**config.mk**
```make
export PLATFORM = sky130hd
export DESIGN_NAME = sdram_init_seq
export DESIGN_NICKNAME = d
export VERILOG_FILES = /design/src/init_pkg.sv /design/src/sdram_init_seq.sv
export SDC_FILE = /design/constraint.sdc
export NUM_CORES = 1
export LEC_CHECK = 0
export ABC_CLOCK_PERIOD_IN_PS = 2950
export BUFFER_PORTS_ARGS = -buffer_cell sky130_fd_sc_hd__buf_4
export CAP_MARGIN = 20
export CORE_ASPECT_RATIO = 0.6
export CORE_MARGIN = 8
export CORE_UTILIZATION = 30
export DETAILED_ROUTE_END_ITERATION = 16
export GPL_TIMING_DRIVEN = 0
export REMOVE_ABC_BUFFERS = 1
export SKIP_LAST_GASP = 1
export SYNTH_ARGS = -nofsm -noshare
export SYNTH_HDL_FRONTEND = slang
export SYNTH_SLANG_ARGS = --single-unit
```
**constraint.sdc**
```tcl
create_clock -name clk_i -period 2.95 [get_ports clk_i]
set_input_delay 0.4425 -clock clk_i [delete_from_list [all_inputs] [get_ports clk_i]]
set_output_delay 0.4425 -clock clk_i [all_outputs]
set_load 0.01 [all_outputs]
```
**src/init_pkg.sv**
```systemverilog
// Purpose: shared constants for the memory power-up sequencing block
// Assumes: 40 MHz core clock, 25 ns period
// Notes: time figures kept in their own units, cycle counts derived
package init_pkg;
    localparam int CLK_PERIOD_PS = 25000;
    localparam int AUTO_INIT_MAX_TIME_US = 10;
    localparam int AUTO_INIT_CYCLES = (AUTO_INIT_MAX_TIME_US * 1000000) / CLK_PERIOD_PS;
    localparam int ZQ_CAL_TIME_US = 1;
    localparam int ZQ_CAL_CYCLES = (ZQ_CAL_TIME_US * 1000000) / CLK_PERIOD_PS;
    localparam int CNT_W = 16;
    // command encoding on cmd_i
    localparam logic [2:0] NO_OPERATION_CMD = 3'h0;
    localparam logic [2:0] MODE_REGISTER_WRITE_CMD = 3'h1;
    localparam logic [2:0] MODE_REGISTER_READ_CMD = 3'h2;
    localparam logic [2:0] CMD_PREA = 3'h3;
    localparam logic [2:0] CMD_ACT = 3'h4;
    // mode register addresses and the ZQ init code
    localparam logic [7:0] DEVICE_INFO_ADDR = 8'h00;
    localparam logic [7:0] IO_CAL_ADDR = 8'h0A;
    localparam logic [7:0] RESET_ADDR = 8'h3F;
    localparam logic [7:0] ZQ_INIT_CODE = 8'hFF;
    // device info field positions and values
    localparam int AUTO_INIT_BIT = 0;
    localparam int ZQ_INFO_LO = 3;
    localparam logic [1:0] ZQ_SELF_TEST_OK = 2'h3;
    localparam logic [7:0] MR_ZERO = 8'h00;
    typedef enum logic [2:0] {
        ST_POWERED_OFF, ST_WAIT_RESET, ST_AUTO_INIT, ST_IDLE, ST_ZQ_CAL
    } seq_state_type;
endpackage

```
**src/sdram_init_seq.sv**
```systemverilog
// Purpose: device-side power-up and reinitialization sequencer
// Assumes: controller keeps its own timing waits; cke_i and commands are synchronous
// Notes: auto-init time is counted from the reset command
`timescale 1ns/100ps
`default_nettype none
module sdram_init_seq (
    // clock and reset
    input wire logic clk_i,
    input wire logic reset_i,
    // link from controller (pins)
    input wire logic cke_i,
    input wire logic [2:0] cmd_i,
    input wire logic [7:0] addr_i,
    input wire logic [7:0] op_i,
    // read data back
    output logic [7:0] dq_o,
    output logic dq_oe_o,
    // status
    output logic idle_o,
    output logic banks_open_o
);
    logic cke_s1_q, cke_q;
    logic [2:0] cmd_s1_q, cmd_q;
    logic [7:0] addr_s1_q, addr_q, op_s1_q, op_q;
    init_pkg::seq_state_type state_q, state_d;
    logic [init_pkg::CNT_W-1:0] cnt_q, cnt_d;
    logic [7:0] info_q, info_d, dq_q, dq_d;
    logic oe_q, oe_d, idle_q, idle_d, open_q, open_d;
    logic is_reset, is_zq, is_read;

    // two-stage synchronisers for the pins
    always_ff @(posedge clk_i) begin
        cke_s1_q <= cke_i;
        cke_q <= cke_s1_q;
        cmd_s1_q <= cmd_i;
        cmd_q <= cmd_s1_q;
        addr_s1_q <= addr_i;
        addr_q <= addr_s1_q;
        op_s1_q <= op_i;
        op_q <= op_s1_q;
    end

    // decode; commands only count with clock-enable high
    assign is_reset = cke_q && cmd_q == init_pkg::MODE_REGISTER_WRITE_CMD
        && addr_q == init_pkg::RESET_ADDR;
    assign is_zq = cke_q && cmd_q == init_pkg::MODE_REGISTER_WRITE_CMD
        && addr_q == init_pkg::IO_CAL_ADDR && op_q == init_pkg::ZQ_INIT_CODE;
    assign is_read = cke_q && cmd_q == init_pkg::MODE_REGISTER_READ_CMD;

    // next-state logic of the sequencer
    always_comb begin
        state_d = state_q;
        cnt_d = cnt_q;
        info_d = info_q;
        open_d = open_q;
        dq_d = init_pkg::MR_ZERO;
        oe_d = 1'b0;
        unique case (state_q)
            init_pkg::ST_POWERED_OFF: begin
                if (cke_q) begin
                    state_d = init_pkg::ST_WAIT_RESET;
                end
            end
            init_pkg::ST_WAIT_RESET: begin
                info_d[init_pkg::AUTO_INIT_BIT] = 1'b1;
            end
            init_pkg::ST_AUTO_INIT: begin
                // counts down to completion; bound keeps us under the max time
                if (cnt_q == '0) begin
                    info_d[init_pkg::AUTO_INIT_BIT] = 1'b0;
                    state_d = init_pkg::ST_IDLE;
                end else begin
                    cnt_d = cnt_q - 1'b1;
                end
            end
            init_pkg::ST_IDLE: begin
                if (is_zq) begin
                    state_d = init_pkg::ST_ZQ_CAL;
                    cnt_d = init_pkg::CNT_W'(init_pkg::ZQ_CAL_CYCLES - 1);
                end
                if (cke_q && cmd_q == init_pkg::CMD_ACT) begin
                    open_d = 1'b1;
                end
                if (cke_q && cmd_q == init_pkg::CMD_PREA) begin
                    open_d = 1'b0;
                end
            end
            init_pkg::ST_ZQ_CAL: begin
                if (cnt_q == '0) begin
                    info_d[init_pkg::ZQ_INFO_LO +: 2] = init_pkg::ZQ_SELF_TEST_OK;
                    state_d = init_pkg::ST_IDLE;
                end else begin
                    cnt_d = cnt_q - 1'b1;
                end
            end
        endcase
        // a reset write restarts auto-init, skipping the wait-reset step, in any powered state
        if (is_reset && state_q != init_pkg::ST_POWERED_OFF) begin
            state_d = init_pkg::ST_AUTO_INIT;
            cnt_d = init_pkg::CNT_W'(init_pkg::AUTO_INIT_CYCLES / 2);
            info_d = init_pkg::MR_ZERO;
            info_d[init_pkg::AUTO_INIT_BIT] = 1'b1;
            open_d = 1'b0;
        end
        // read back the info register; others read zero
        if (is_read) begin
            oe_d = 1'b1;
            dq_d = (addr_q == init_pkg::DEVICE_INFO_ADDR) ? info_d : init_pkg::MR_ZERO;
        end
        idle_d = (state_d == init_pkg::ST_IDLE) && !open_d;
    end

    // state registers
    always_ff @(posedge clk_i) begin
        if (reset_i) begin
            state_q <= init_pkg::ST_POWERED_OFF;
            cnt_q <= '0;
            info_q <= init_pkg::MR_ZERO;
            dq_q <= init_pkg::MR_ZERO;
            oe_q <= 1'b0;
            idle_q <= 1'b0;
            open_q <= 1'b0;
        end else begin
            state_q <= state_d;
            cnt_q <= cnt_d;
            info_q <= info_d;
            dq_q <= dq_d;
            oe_q <= oe_d;
            idle_q <= idle_d;
            open_q <= open_d;
        end
    end

    // outputs come straight from registers, so no glitch reaches a pin
    assign dq_o = dq_q;
    assign dq_oe_o = oe_q;
    assign idle_o = idle_q;
    assign banks_open_o = open_q;

    // cycles spent in auto-init, watched against the time limit
    logic [init_pkg::CNT_W-1:0] busy_cnt_q, busy_cnt_d;
    always_comb begin
        busy_cnt_d = '0;
        if (state_q == init_pkg::ST_AUTO_INIT) begin
            busy_cnt_d = busy_cnt_q + 1'b1;
        end
    end
    // register only
    always_ff @(posedge clk_i) begin
        if (reset_i) begin
            busy_cnt_q <= '0;
        end else begin
            busy_cnt_q <= busy_cnt_d;
        end
    end

    // bound in cycles for the auto-init checks
    localparam int AUTO_MAX = init_pkg::AUTO_INIT_CYCLES;
endmodule
`default_nettype wire

```
==> impl_metrics.csv, run 1 <==
group,metric,value,unit
outcome,status,"completed",
die,fp.dieH,87.17,um
global_route,antenna_found_initial,0,
pwr,vdd_drop_max,0.0003561,V
cts,cts_resized,0,
timing,period_minus_slack,2.299,ns
synth,yosysMostFrequentCell,"dfxtp_1",
synth,ys_seq_area_share,61.66,%
synth,synth_compound_area_share,10.52,%
die,placementRows,26,
synth,synth_xor_area_share,3.755,%
synth,syn_area,2532,sq um
synth,synth-adder-area-share,0.9881,%
placed_design,hpwlAfterDp,3610,um
finish,drive_gt1_share,21.66,%
min_path,min_path_type,"input pin to register",
timing,relSlewSlack,57.12,%
pwr,power.internal,0.002210,W
timing,fmax,435.0,MHz
detailed_routing,dr.first_iter.drc_count,149,
cts,numClockSinks,78,
die,die-area,11730,sq um
pwr,pwr-share-clk,29.2,%
global_route,grt_pass1_wl,8355,um
cts,cts_tree,"built",
timing,fin_tns_setup,0,ns
global_route,grt_max_degree,15,
cts,cts_hold_buf,0,
cts,numCtsBuffers,9,
finish,area_growth,25.84,%
finish,n_antenna_cell,0,
synth,synth_edf_count,0,
pwr,power_density,1066,nW/um^2
pwr,power_switching,0.001187,W
job,max-cap-violations,0,
timing,final-max-slew-violation-count,0,
die,initial_core_util,30.29,%
timing,fin_ws,0.6510,ns
cts,htree_levels,3,
detailed_routing,drtPass1Iterations,4,
detailed_routing,drc_errors,0,
detailed_routing,route.vias.total,1751,
global_route,grt_pass1_vias,1641,
finish,fin_util,38.12,%
critical_path,worstPathRequired,3.20,ns
synth,avgSynthCellArea,10.96,sq um
synth,synth_cell_types,43,
critical_path,cp_max_fo,12,
synth,synth_area_leader_cell,"dfxtp_1",
timing,tightest_slew,0.6374,ns
critical_path,path_class,"register to register",
detailed_routing,wl_per_cell,12.85,um
pwr,pwr-share-seq,37.5,%
cts,clock_latency,0.33,ns
critical_path,worstPathArrival,2.55,ns
finish,final_cell_area,3187,sq um
timing,post-route-period-util,77.93,%
pwr,swShare,34.93,%
critical_path,end_kind,"register",
synth,synth_top_family_by_area,"simple AND/OR/NAND/NOR gates",
timing,rsz0062_at_grt,"false",
synth,synthTopCellsByArea,"dfxtp_1, nor2_1, and2_1",
synth,synth_cells,231,
synth,netlist_top_cells_count,"dfxtp_1, nor2_1, and2_1",
synth,netlist.area_leader.share,61.66,%
synth,synthMuxAreaShare,0,%
global_route,grt_use_total,9.307,%
critical_path,worstSetupStartpointType,"register",
placed_design,gp_routability_congestion,0.7804,
detailed_routing,antenna_left,0,
timing,skew,0.006418,ns
die,io_pins,33,
pwr,p_comb_share,33.3,%
synth,ys_ff_latch,78,
placed_design,io_buffers,32,
timing,hold_viol,0,
synth,postSynth.asyncResetShare,0,%
die,die_w,134.6,um
timing,finalSetupViolCount,0,
pwr,leakage,1.271,nW
placed_design,place_ws,0.1912,ns
synth,synth-main-ff-cell,"dfxtp_1",
cts,clock-root-buffer,"clkbuf_16",
die,coreArea,8361,sq um
synth,yosysWarningCount,0,
finish,fill_cells,823,
global_route,gr-total-overflow,0,
synth,synth-simple-area-share,21.29,%
cts,max-clock-path-buffers,2,
detailed_routing,vias_per_cell,4.501,
placed_design,place_area,2879,sq um
finish,finalNetCount,296,
cts,clk_pin_slew,0.06,ns
detailed_routing,routed_wl,4999,um
## power groups by stage
stage	combinational, W	clock [W]	sequential (W)
floorplan	0.000847	0	0.00127
global placement	0.00110	0	0.00129
detailed placement	0.00111	0	0.00129
CTS	0.00112	0.00103	0.00127
global route	0.00127	0.00108	0.00129
finish	0.00113	0.000993	0.00127
## registers in the layout, indices dropped and copies added, names as in the netlist, 3 cells and up
register / flops
state_q: 3
cmd_s1_q: 3
cnt_q: 16
cmd_q: 3
op_s1_q: 8
info_q: 8
op_q: 8
addr_s1_q: 8
addr_q: 8
dq_o: 8
## layout by cell type, fill, tap and decap left out, types with 3 or more instances in the layout
cell type	n
inv_1	3
nor4_1	3
buf_4	36
clkinvlp_4	3
nor3_1	3
a21oi_1	7
a31oi_1	3
a211oi_1	6
a311oi_1	3
o21ai_0	6
xnor2_1	9
clkbuf_16	9
a41oi_1	3
nand2_1	11
dfxtp_1	78
and2_1	16
nor2_1	32
nand4_1	6
## worst paths after layout
path / start / endpoint / slack (ns) / depth (start not counted)
worst max-delay path: cnt_q[0] / cnt_q[6] / 0.65 / 8
worst min-delay path: cke_i / cke_s1_q / 0.21 / 1
worst max register to register: cnt_q[0] / cnt_q[6] / 0.65 / 8
worst min register to register: op_s1_q[4] / op_q[4] / 0.32 / 0
## final cells by class
class                           count  area, sq um  area share, %
Sequential cell                    78         1562          49.00
Inverter                            3        11.26         0.3534
Multi-Input combinational cell    144        925.9          29.05
Tap cell                          112        140.1          4.397
Clock buffer                       12        246.5          7.735
Timing Repair Buffer               36        270.3          8.481
Clock inverter                      4        31.28         0.9815
## stage by stage
stage                     total power (W)  hold WS (ns)  instances
after global routing             0.003646        0.1950        389
after floorplan                  0.002121        0.3096        225
final                            0.003397        0.2138        389
after global placement           0.002388        0.3127        369
after CTS                        0.003420        0.1992        385
after detailed placement         0.002407        0.3121        369
## kinds of logic after synthesis
group | count (synthesis)
XOR/XNOR | 10
buffers and inverters | 9
flip-flops | 78
AND/OR/NAND/NOR | 96
adder cells (fa/ha/maj) | 2
AO/OA/AOI/OAI | 36
## worst max-delay path, cell delays in order, from the launching register on
cell and delay (ns):
dfxtp_1 0.34, inv_1 0.09, ha_1 0.22, nor4b_1 0.16
nand4b_1 0.21, nand2_2 0.23, and2_1 0.29, or4_1 0.48
a41oi_1 0.19
## repair_timing
action,4_1_cts,5_1_grt
endpoints found under the setup margin,0,3
buffers inserted,0,4
hold endpoints to repair,0,0
## metal layers
| layer | wire [um] | GRT usage, % |
|---|---|---|
| met1 | 2667 | 13.07 |
| met2 | 1930 | 11.52 |
| met3 | 342 | 4.147 |
| met4 | 59 | 4.255 |
| met5 | 0 | 0 |
Power figures use the tool's default switching activity.
==> run 2, diff against run 1 <==
--- a/config.mk
+++ b/config.mk
@@ -5,7 +5,7 @@
 export SDC_FILE = /design/constraint.sdc
 export NUM_CORES = 1
 export LEC_CHECK = 0
-export ABC_CLOCK_PERIOD_IN_PS = 2950
+export ABC_CLOCK_PERIOD_IN_PS = 2000
 export BUFFER_PORTS_ARGS = -buffer_cell sky130_fd_sc_hd__buf_4
 export CAP_MARGIN = 20
 export CORE_ASPECT_RATIO = 0.6
==> constraint.sdc (replaced) <==
create_clock -name clk_i -period 2 [get_ports clk_i]
set_input_delay 0.3 -clock clk_i [delete_from_list [all_inputs] [get_ports clk_i]]
set_output_delay 0.3 -clock clk_i [all_outputs]
set_load 0.01 [all_outputs]
==> impl_metrics.csv, run 2 (synthesis results as in run 1) <==
group,metric,value,unit
outcome,status,"finished, violations left",
outcome,failed_checks,"setup timing",
cts,numClockSinks,78,
finish,finalNetCount,306,
critical_path,worstReg2RegEnd,"idle_o",
critical_path,end_kind,"register",
detailed_routing,dr.first_iter.drc_count,134,
critical_path,r2r_start,"cnt_q[10]",
global_route,grt_pass1_wl,8749,um
die,initial_core_util,30.29,%
timing,relSlewSlack,56.58,%
timing,finalSetupViolCount,1,
timing,fmax,497.6,MHz
cts,cts_tree,"built",
placed_design,hpwlAfterDp,3610,um
pwr,total_power,0.005781,W
critical_path,ff2ff_path_depth,5,
global_route,antenna_found_initial,0,
global_route,grt_max_degree,14,
die,die_w,134.6,um
placed_design,gp_routability_congestion,0.7804,
critical_path,cp_max_fo,3,
die,io_pins,33,
critical_path,worstSetupStartpointType,"register",
detailed_routing,drtPass1Iterations,4,
cts,numCtsBuffers,9,
die,die-area,11730,sq um
critical_path,crit_family,"simple AND/OR/NAND/NOR gates",
timing,post-route-period-util,100.5,%
min_path,hold_path_depth,1,
critical_path,path_cells,"or4_4 > or4_4 > nor3_4 > a211o_1 > and4b_1",
critical_path,regToRegSetupSlack,-0.01,ns
detailed_routing,wl_per_cell,13.35,um
job,max-cap-violations,0,
timing,skew,0.007277,ns
cts,clock-root-buffer,"clkbuf_16",
critical_path,path_class,"register to register",
cts,clock_latency,0.33,ns
cts,htree_levels,3,
pwr,leakage,1.387,nW
pwr,vdd_drop_max,0.0006421,V
placed_design,place_ws,-0.7588,ns
global_route,grt_use_total,9.679,%
finish,top_register,"cnt_q",
critical_path,cp_common_cell,"or4_4",
placed_design,io_buffers,32,
die,placementRows,26,
timing,fin_ws,-0.009696,ns
critical_path,cpMaxStageDelayCell,"or4_4",
pwr,power_density,1688,nW/um^2
global_route,grt_pass1_vias,1744,
cts,clk_pin_slew,0.06,ns
critical_path,slowest_delay,0.54,ns
critical_path,crit_buf_inv,0,
die,coreArea,8361,sq um
detailed_routing,routed_wl,5327,um
detailed_routing,antenna_left,0,
timing,tightest_slew,0.6454,ns
die,fp.dieH,87.17,um
pwr,pwr-share-seq,33.1,%
timing,period_minus_slack,2.010,ns
placed_design,place_area,2879,sq um
cts,max-clock-path-buffers,2,
pwr,swShare,35.91,%
pwr,p_comb_share,41.5,%
timing,rsz0062_at_grt,"true",
finish,final_cell_area,3426,sq um
finish,largest_reg_flops,16,
min_path,min_path_type,"input pin to register",
min_path,min_from,"cke_i",
finish,n_antenna_cell,0,
min_path,whs_endpoint,"cke_s1_q",
pwr,power.internal,0.003705,W
pwr,power_switching,0.002076,W
finish,final_cell_mix,"dfxtp_1, buf_4, nor2_1, and2_1, nand2_1",
detailed_routing,drc_errors,0,
detailed_routing,route.vias.total,1785,
detailed_routing,vias_per_cell,4.474,
critical_path,worstPathRequired,2.26,ns
finish,area_growth,35.28,%
finish,drive_gt1_share,34.84,%
global_route,gr-total-overflow,0,
critical_path,worstPathArrival,2.27,ns
timing,final-max-slew-violation-count,0,
pwr,pwr-share-clk,25.4,%
finish,final_common_cell,"dfxtp_1",
timing,hold_viol,0,
cts,cts_hold_buf,0,
## run 2: cell count changes in the layout (fill, tap and decap cells not counted), moves of 3 or more
cell,previous run,this run
a211oi_1,6,3
a211oi_2,0,3
buf_4,36,45
dfxtp_1,78,70
dfxtp_2,0,7
nor2_1,32,28
nor2_2,0,4
## run 2: cell type report
cell class,instances,area (sq um)
multi-input cells,144,1074
clock buffers,12,246.5
flip-flops and latches,78,1574
inverters,3,11.26
fillers,804,4935
well taps,112,140.1
clock inverters,4,31.28
repair buffers,46,349.1
## run 2: how the worst max path moves through the flow
| stage | from | end | slack [ns] | cells after the start |
|---|---|---|---|---|
| 3_3_place_gp | state_q[0] | cnt_q[6] | -0.74 | 6 |
| 6_report | cnt_q[10] | idle_o | -0.01 | 5 |
| 4_1_cts | cnt_q[0] | cnt_q[6] | -0.02 | 8 |
| 3_5_place_dp | state_q[0] | cnt_q[6] | -0.76 | 6 |
| 2_1_floorplan | state_q[0] | cnt_q[6] | -0.28 | 6 |
| 5_1_grt | cnt_q[2] | cnt_q[9] | -0.06 | 6 |
## run 2: metal layers
metal	GRT usage (%)	up-vias	part of all wire, %
met4	4.255	0	1.1
met1	12.97	801	51
met3	4.147	4	7.0
met5	0	-	0
met2	13.01	60	41
li1	-	920	-
## run 2: worst reg2reg max path: stages (launching register included)
cell and delay [ns]:
dfxtp_2 0.32, or4_4 0.54, or4_4 0.48, nor3_4 0.21, a211o_1 0.18, and4b_1 0.22
## run 2: power by group through the flow
stage | clock network, W | logic [W] | registers, W
finish | 0.00147 | 0.00240 | 0.00191
global placement | 0 | 0.00200 | 0.00197
floorplan | 0 | 0.00125 | 0.00188
CTS | 0.00151 | 0.00202 | 0.00189
detailed placement | 0 | 0.00206 | 0.00197
global route | 0.00159 | 0.00380 | 0.00207
## run 2: timing repair
| action | CTS | global route |
|---|---|---|
| setup endpoints to repair | 23 | 17 |
| gates resized for setup | 16 | 26 |
| buffers inserted | 10 | 4 |
| pin swaps | 5 | 7 |
| cloned | 0 | 0 |
## run 2: per-stage QoR
| step | TNS (ns) | utilization (%) | hold slack, ns | cells |
|---|---|---|---|---|
| 3_3_place_gp | -7.567 | 34.44 | 0.3127 | 369 |
| 6_report | -0.009696 | 40.98 | 0.06970 | 399 |
| 2_1_floorplan | -0.5850 | - | 0.3096 | 225 |
| 3_5_place_dp | -7.534 | 34.44 | 0.3121 | 369 |
| 4_1_cts | -0.03702 | 39.19 | 0.05667 | 395 |
| 5_1_grt | -0.3991 | 40.98 | 0.05245 | 399 |
==> run 3, diff against run 2 <==
--- a/config.mk
+++ b/config.mk
@@ -13,6 +13,9 @@
 export CORE_UTILIZATION = 30
 export DETAILED_ROUTE_END_ITERATION = 16
 export GPL_TIMING_DRIVEN = 0
+export HOLD_SLACK_MARGIN = 0.15
+export MAX_ROUTING_LAYER = met4
+export PLACE_DENSITY = 0.45
 export REMOVE_ABC_BUFFERS = 1
 export SKIP_LAST_GASP = 1
 export SYNTH_ARGS = -nofsm -noshare
==> impl_metrics.csv, run 3 (synthesis results as in run 1) <==
group,metric,value,unit
timing,post-route-period-util,100.9,%
detailed_routing,antenna_left,0,
die,die_w,134.6,um
timing,hold_viol,0,
global_route,grt_pass1_wl,9597,um
cts,htree_levels,3,
critical_path,worstSetupStartpointType,"register",
detailed_routing,drc_errors,0,
die,coreArea,8361,sq um
critical_path,cp_common_cell,"or4_4",
critical_path,path_class,"register to register",
timing,finalSetupViolCount,3,
die,io_pins,33,
outcome,status,"finished, violations left",
job,max-cap-violations,0,
timing,tightest_slew,0.7377,ns
finish,final_cell_area,3656,sq um
finish,finalNetCount,330,
critical_path,crit_family,"simple AND/OR/NAND/NOR gates",
pwr,power_density,1751,nW/um^2
cts,clock_latency,0.33,ns
global_route,grt_max_degree,13,
finish,area_growth,44.37,%
finish,n_antenna_cell,0,
min_path,min_path_type,"input pin to register",
timing,final-max-slew-violation-count,0,
finish,drive_gt1_share,33.33,%
die,fp.dieH,87.17,um
timing,fmax,495.7,MHz
timing,period_minus_slack,2.017,ns
timing,relSlewSlack,50.37,%
detailed_routing,dr.first_iter.drc_count,116,
critical_path,end_kind,"register",
cts,clock-root-buffer,"clkbuf_16",
global_route,grt_use_total,11.10,%
global_route,gr-total-overflow,0,
placed_design,place_area,2879,sq um
timing,whs,0.2242,ns
placed_design,io_buffers,32,
timing,fin_ws,-0.01731,ns
cts,cts_tree,"built",
global_route,grt_pass1_vias,1818,
critical_path,cpMaxStageDelayCell,"or4_4",
global_route,antenna_found_initial,0,
timing,skew,0.007797,ns
cts,numClockSinks,78,
pwr,vdd_drop_max,0.0008841,V
critical_path,path_cells,"or4_4 > or4_4 > nor3_4 > a211o_1 > and4b_1",
cts,clk_pin_slew,0.06,ns
finish,final_cell_mix,"dfxtp_1, buf_4, nor2_1, dlygate4sd3_1, and2_1",
detailed_routing,route.vias.total,1874,
detailed_routing,wl_per_cell,14.24,um
critical_path,cp_max_fo,5,
die,die-area,11730,sq um
die,initial_core_util,30.29,%
critical_path,worstPathArrival,2.28,ns
placed_design,hpwlAfterDp,3806,um
detailed_routing,drtPass1Iterations,4,
die,placementRows,26,
timing,rsz0062_at_grt,"true",
pwr,leakage,1.463,nW
placed_design,gp_routability_congestion,0.7689,
critical_path,slowest_delay,0.56,ns
cts,max-clock-path-buffers,2,
detailed_routing,routed_wl,5994,um
cts,numCtsBuffers,9,
outcome,failed_checks,"setup timing",
finish,top_register,"cnt_q",
critical_path,worstPathRequired,2.27,ns
finish,largest_reg_flops,16,
finish,final_common_cell,"dfxtp_1",
critical_path,crit_buf_inv,0,
detailed_routing,vias_per_cell,4.451,
run 3: layout make-up:
class	count	area [sq um]
Clock inverter	4	50.05
Inverter	3	11.26
Fill cell	805	4705
Tap cell	112	140.1
Clock buffer	10	229.0
Sequential cell	78	1574
Multi-Input combinational cell	145	1069
Timing Repair Buffer	69	583.1
run 3: path summary, 6_finish.rpt:
path | from | end | slack, ns | depth (start not counted)
max | cnt_q[8] | idle_o | -0.02 | 5
min | reset_i | cnt_q[6] | 0.22 | 2
max reg2reg | cnt_q[8] | idle_o | -0.02 | 5
min reg2reg | op_s1_q[7] | op_q[7] | 0.32 | 0
run 3: timing repair:
action / CTS / global route
setup buffers: 13 / 4
pin swaps: 10 / 14
setup endpoints to repair: 25 / 22
endpoints found under the hold margin: 20 / 0
hold buffers: 20 / 0
gates cloned: 1 / 0
gates resized for setup: 17 / 28
run 3: worst register-to-register path, cell delays in order, from the launching register on:
cell     delay (ns)
dfxtp_2        0.32
or4_4          0.56
or4_4          0.48
nor3_4         0.18
a211o_1        0.19
and4b_1        0.21
run 3: per-layer routing:
metal / vias to the layer above / part of all wire, % / track usage (%)
met5: - / 0 / -
met4: 0 / 1.5 / 4.255
met3: 7 / 5.5 / 4.724
met2: 41 / 38 / 13.60
met1: 861 / 55 / 15.27
li1: 965 / - / -
run 3: report_power, final:
| group | internal, W | switching [W] | total, W | leakage (nW) |
|---|---|---|---|---|
| Sequential | 0.00174 | 0.000180 | 0.00192 | 0.649 |
| Combinational | 0.00139 | 0.00157 | 0.00295 | 0.684 |
| Clock | 0.000948 | 0.000585 | 0.00153 | 0.130 |
run 3: metrics by stage:
| stage | utilization (%) | power, W | instances | setup slack, ns | setup TNS [ns] |
|---|---|---|---|---|---|
| global route | 43.73 | 0.006803 | 421 | -0.1212 | -0.9744 |
| CTS | 41.92 | 0.005814 | 417 | -0.03635 | -0.08039 |
| detailed placement | 34.44 | 0.003757 | 369 | -0.7770 | -8.676 |
| finish | 43.73 | 0.006401 | 421 | -0.01731 | -0.03107 |
| global placement | 34.44 | 0.003924 | 369 | -0.8163 | -9.327 |
| floorplan | - | 0.003129 | 225 | -0.2777 | -0.5850 |
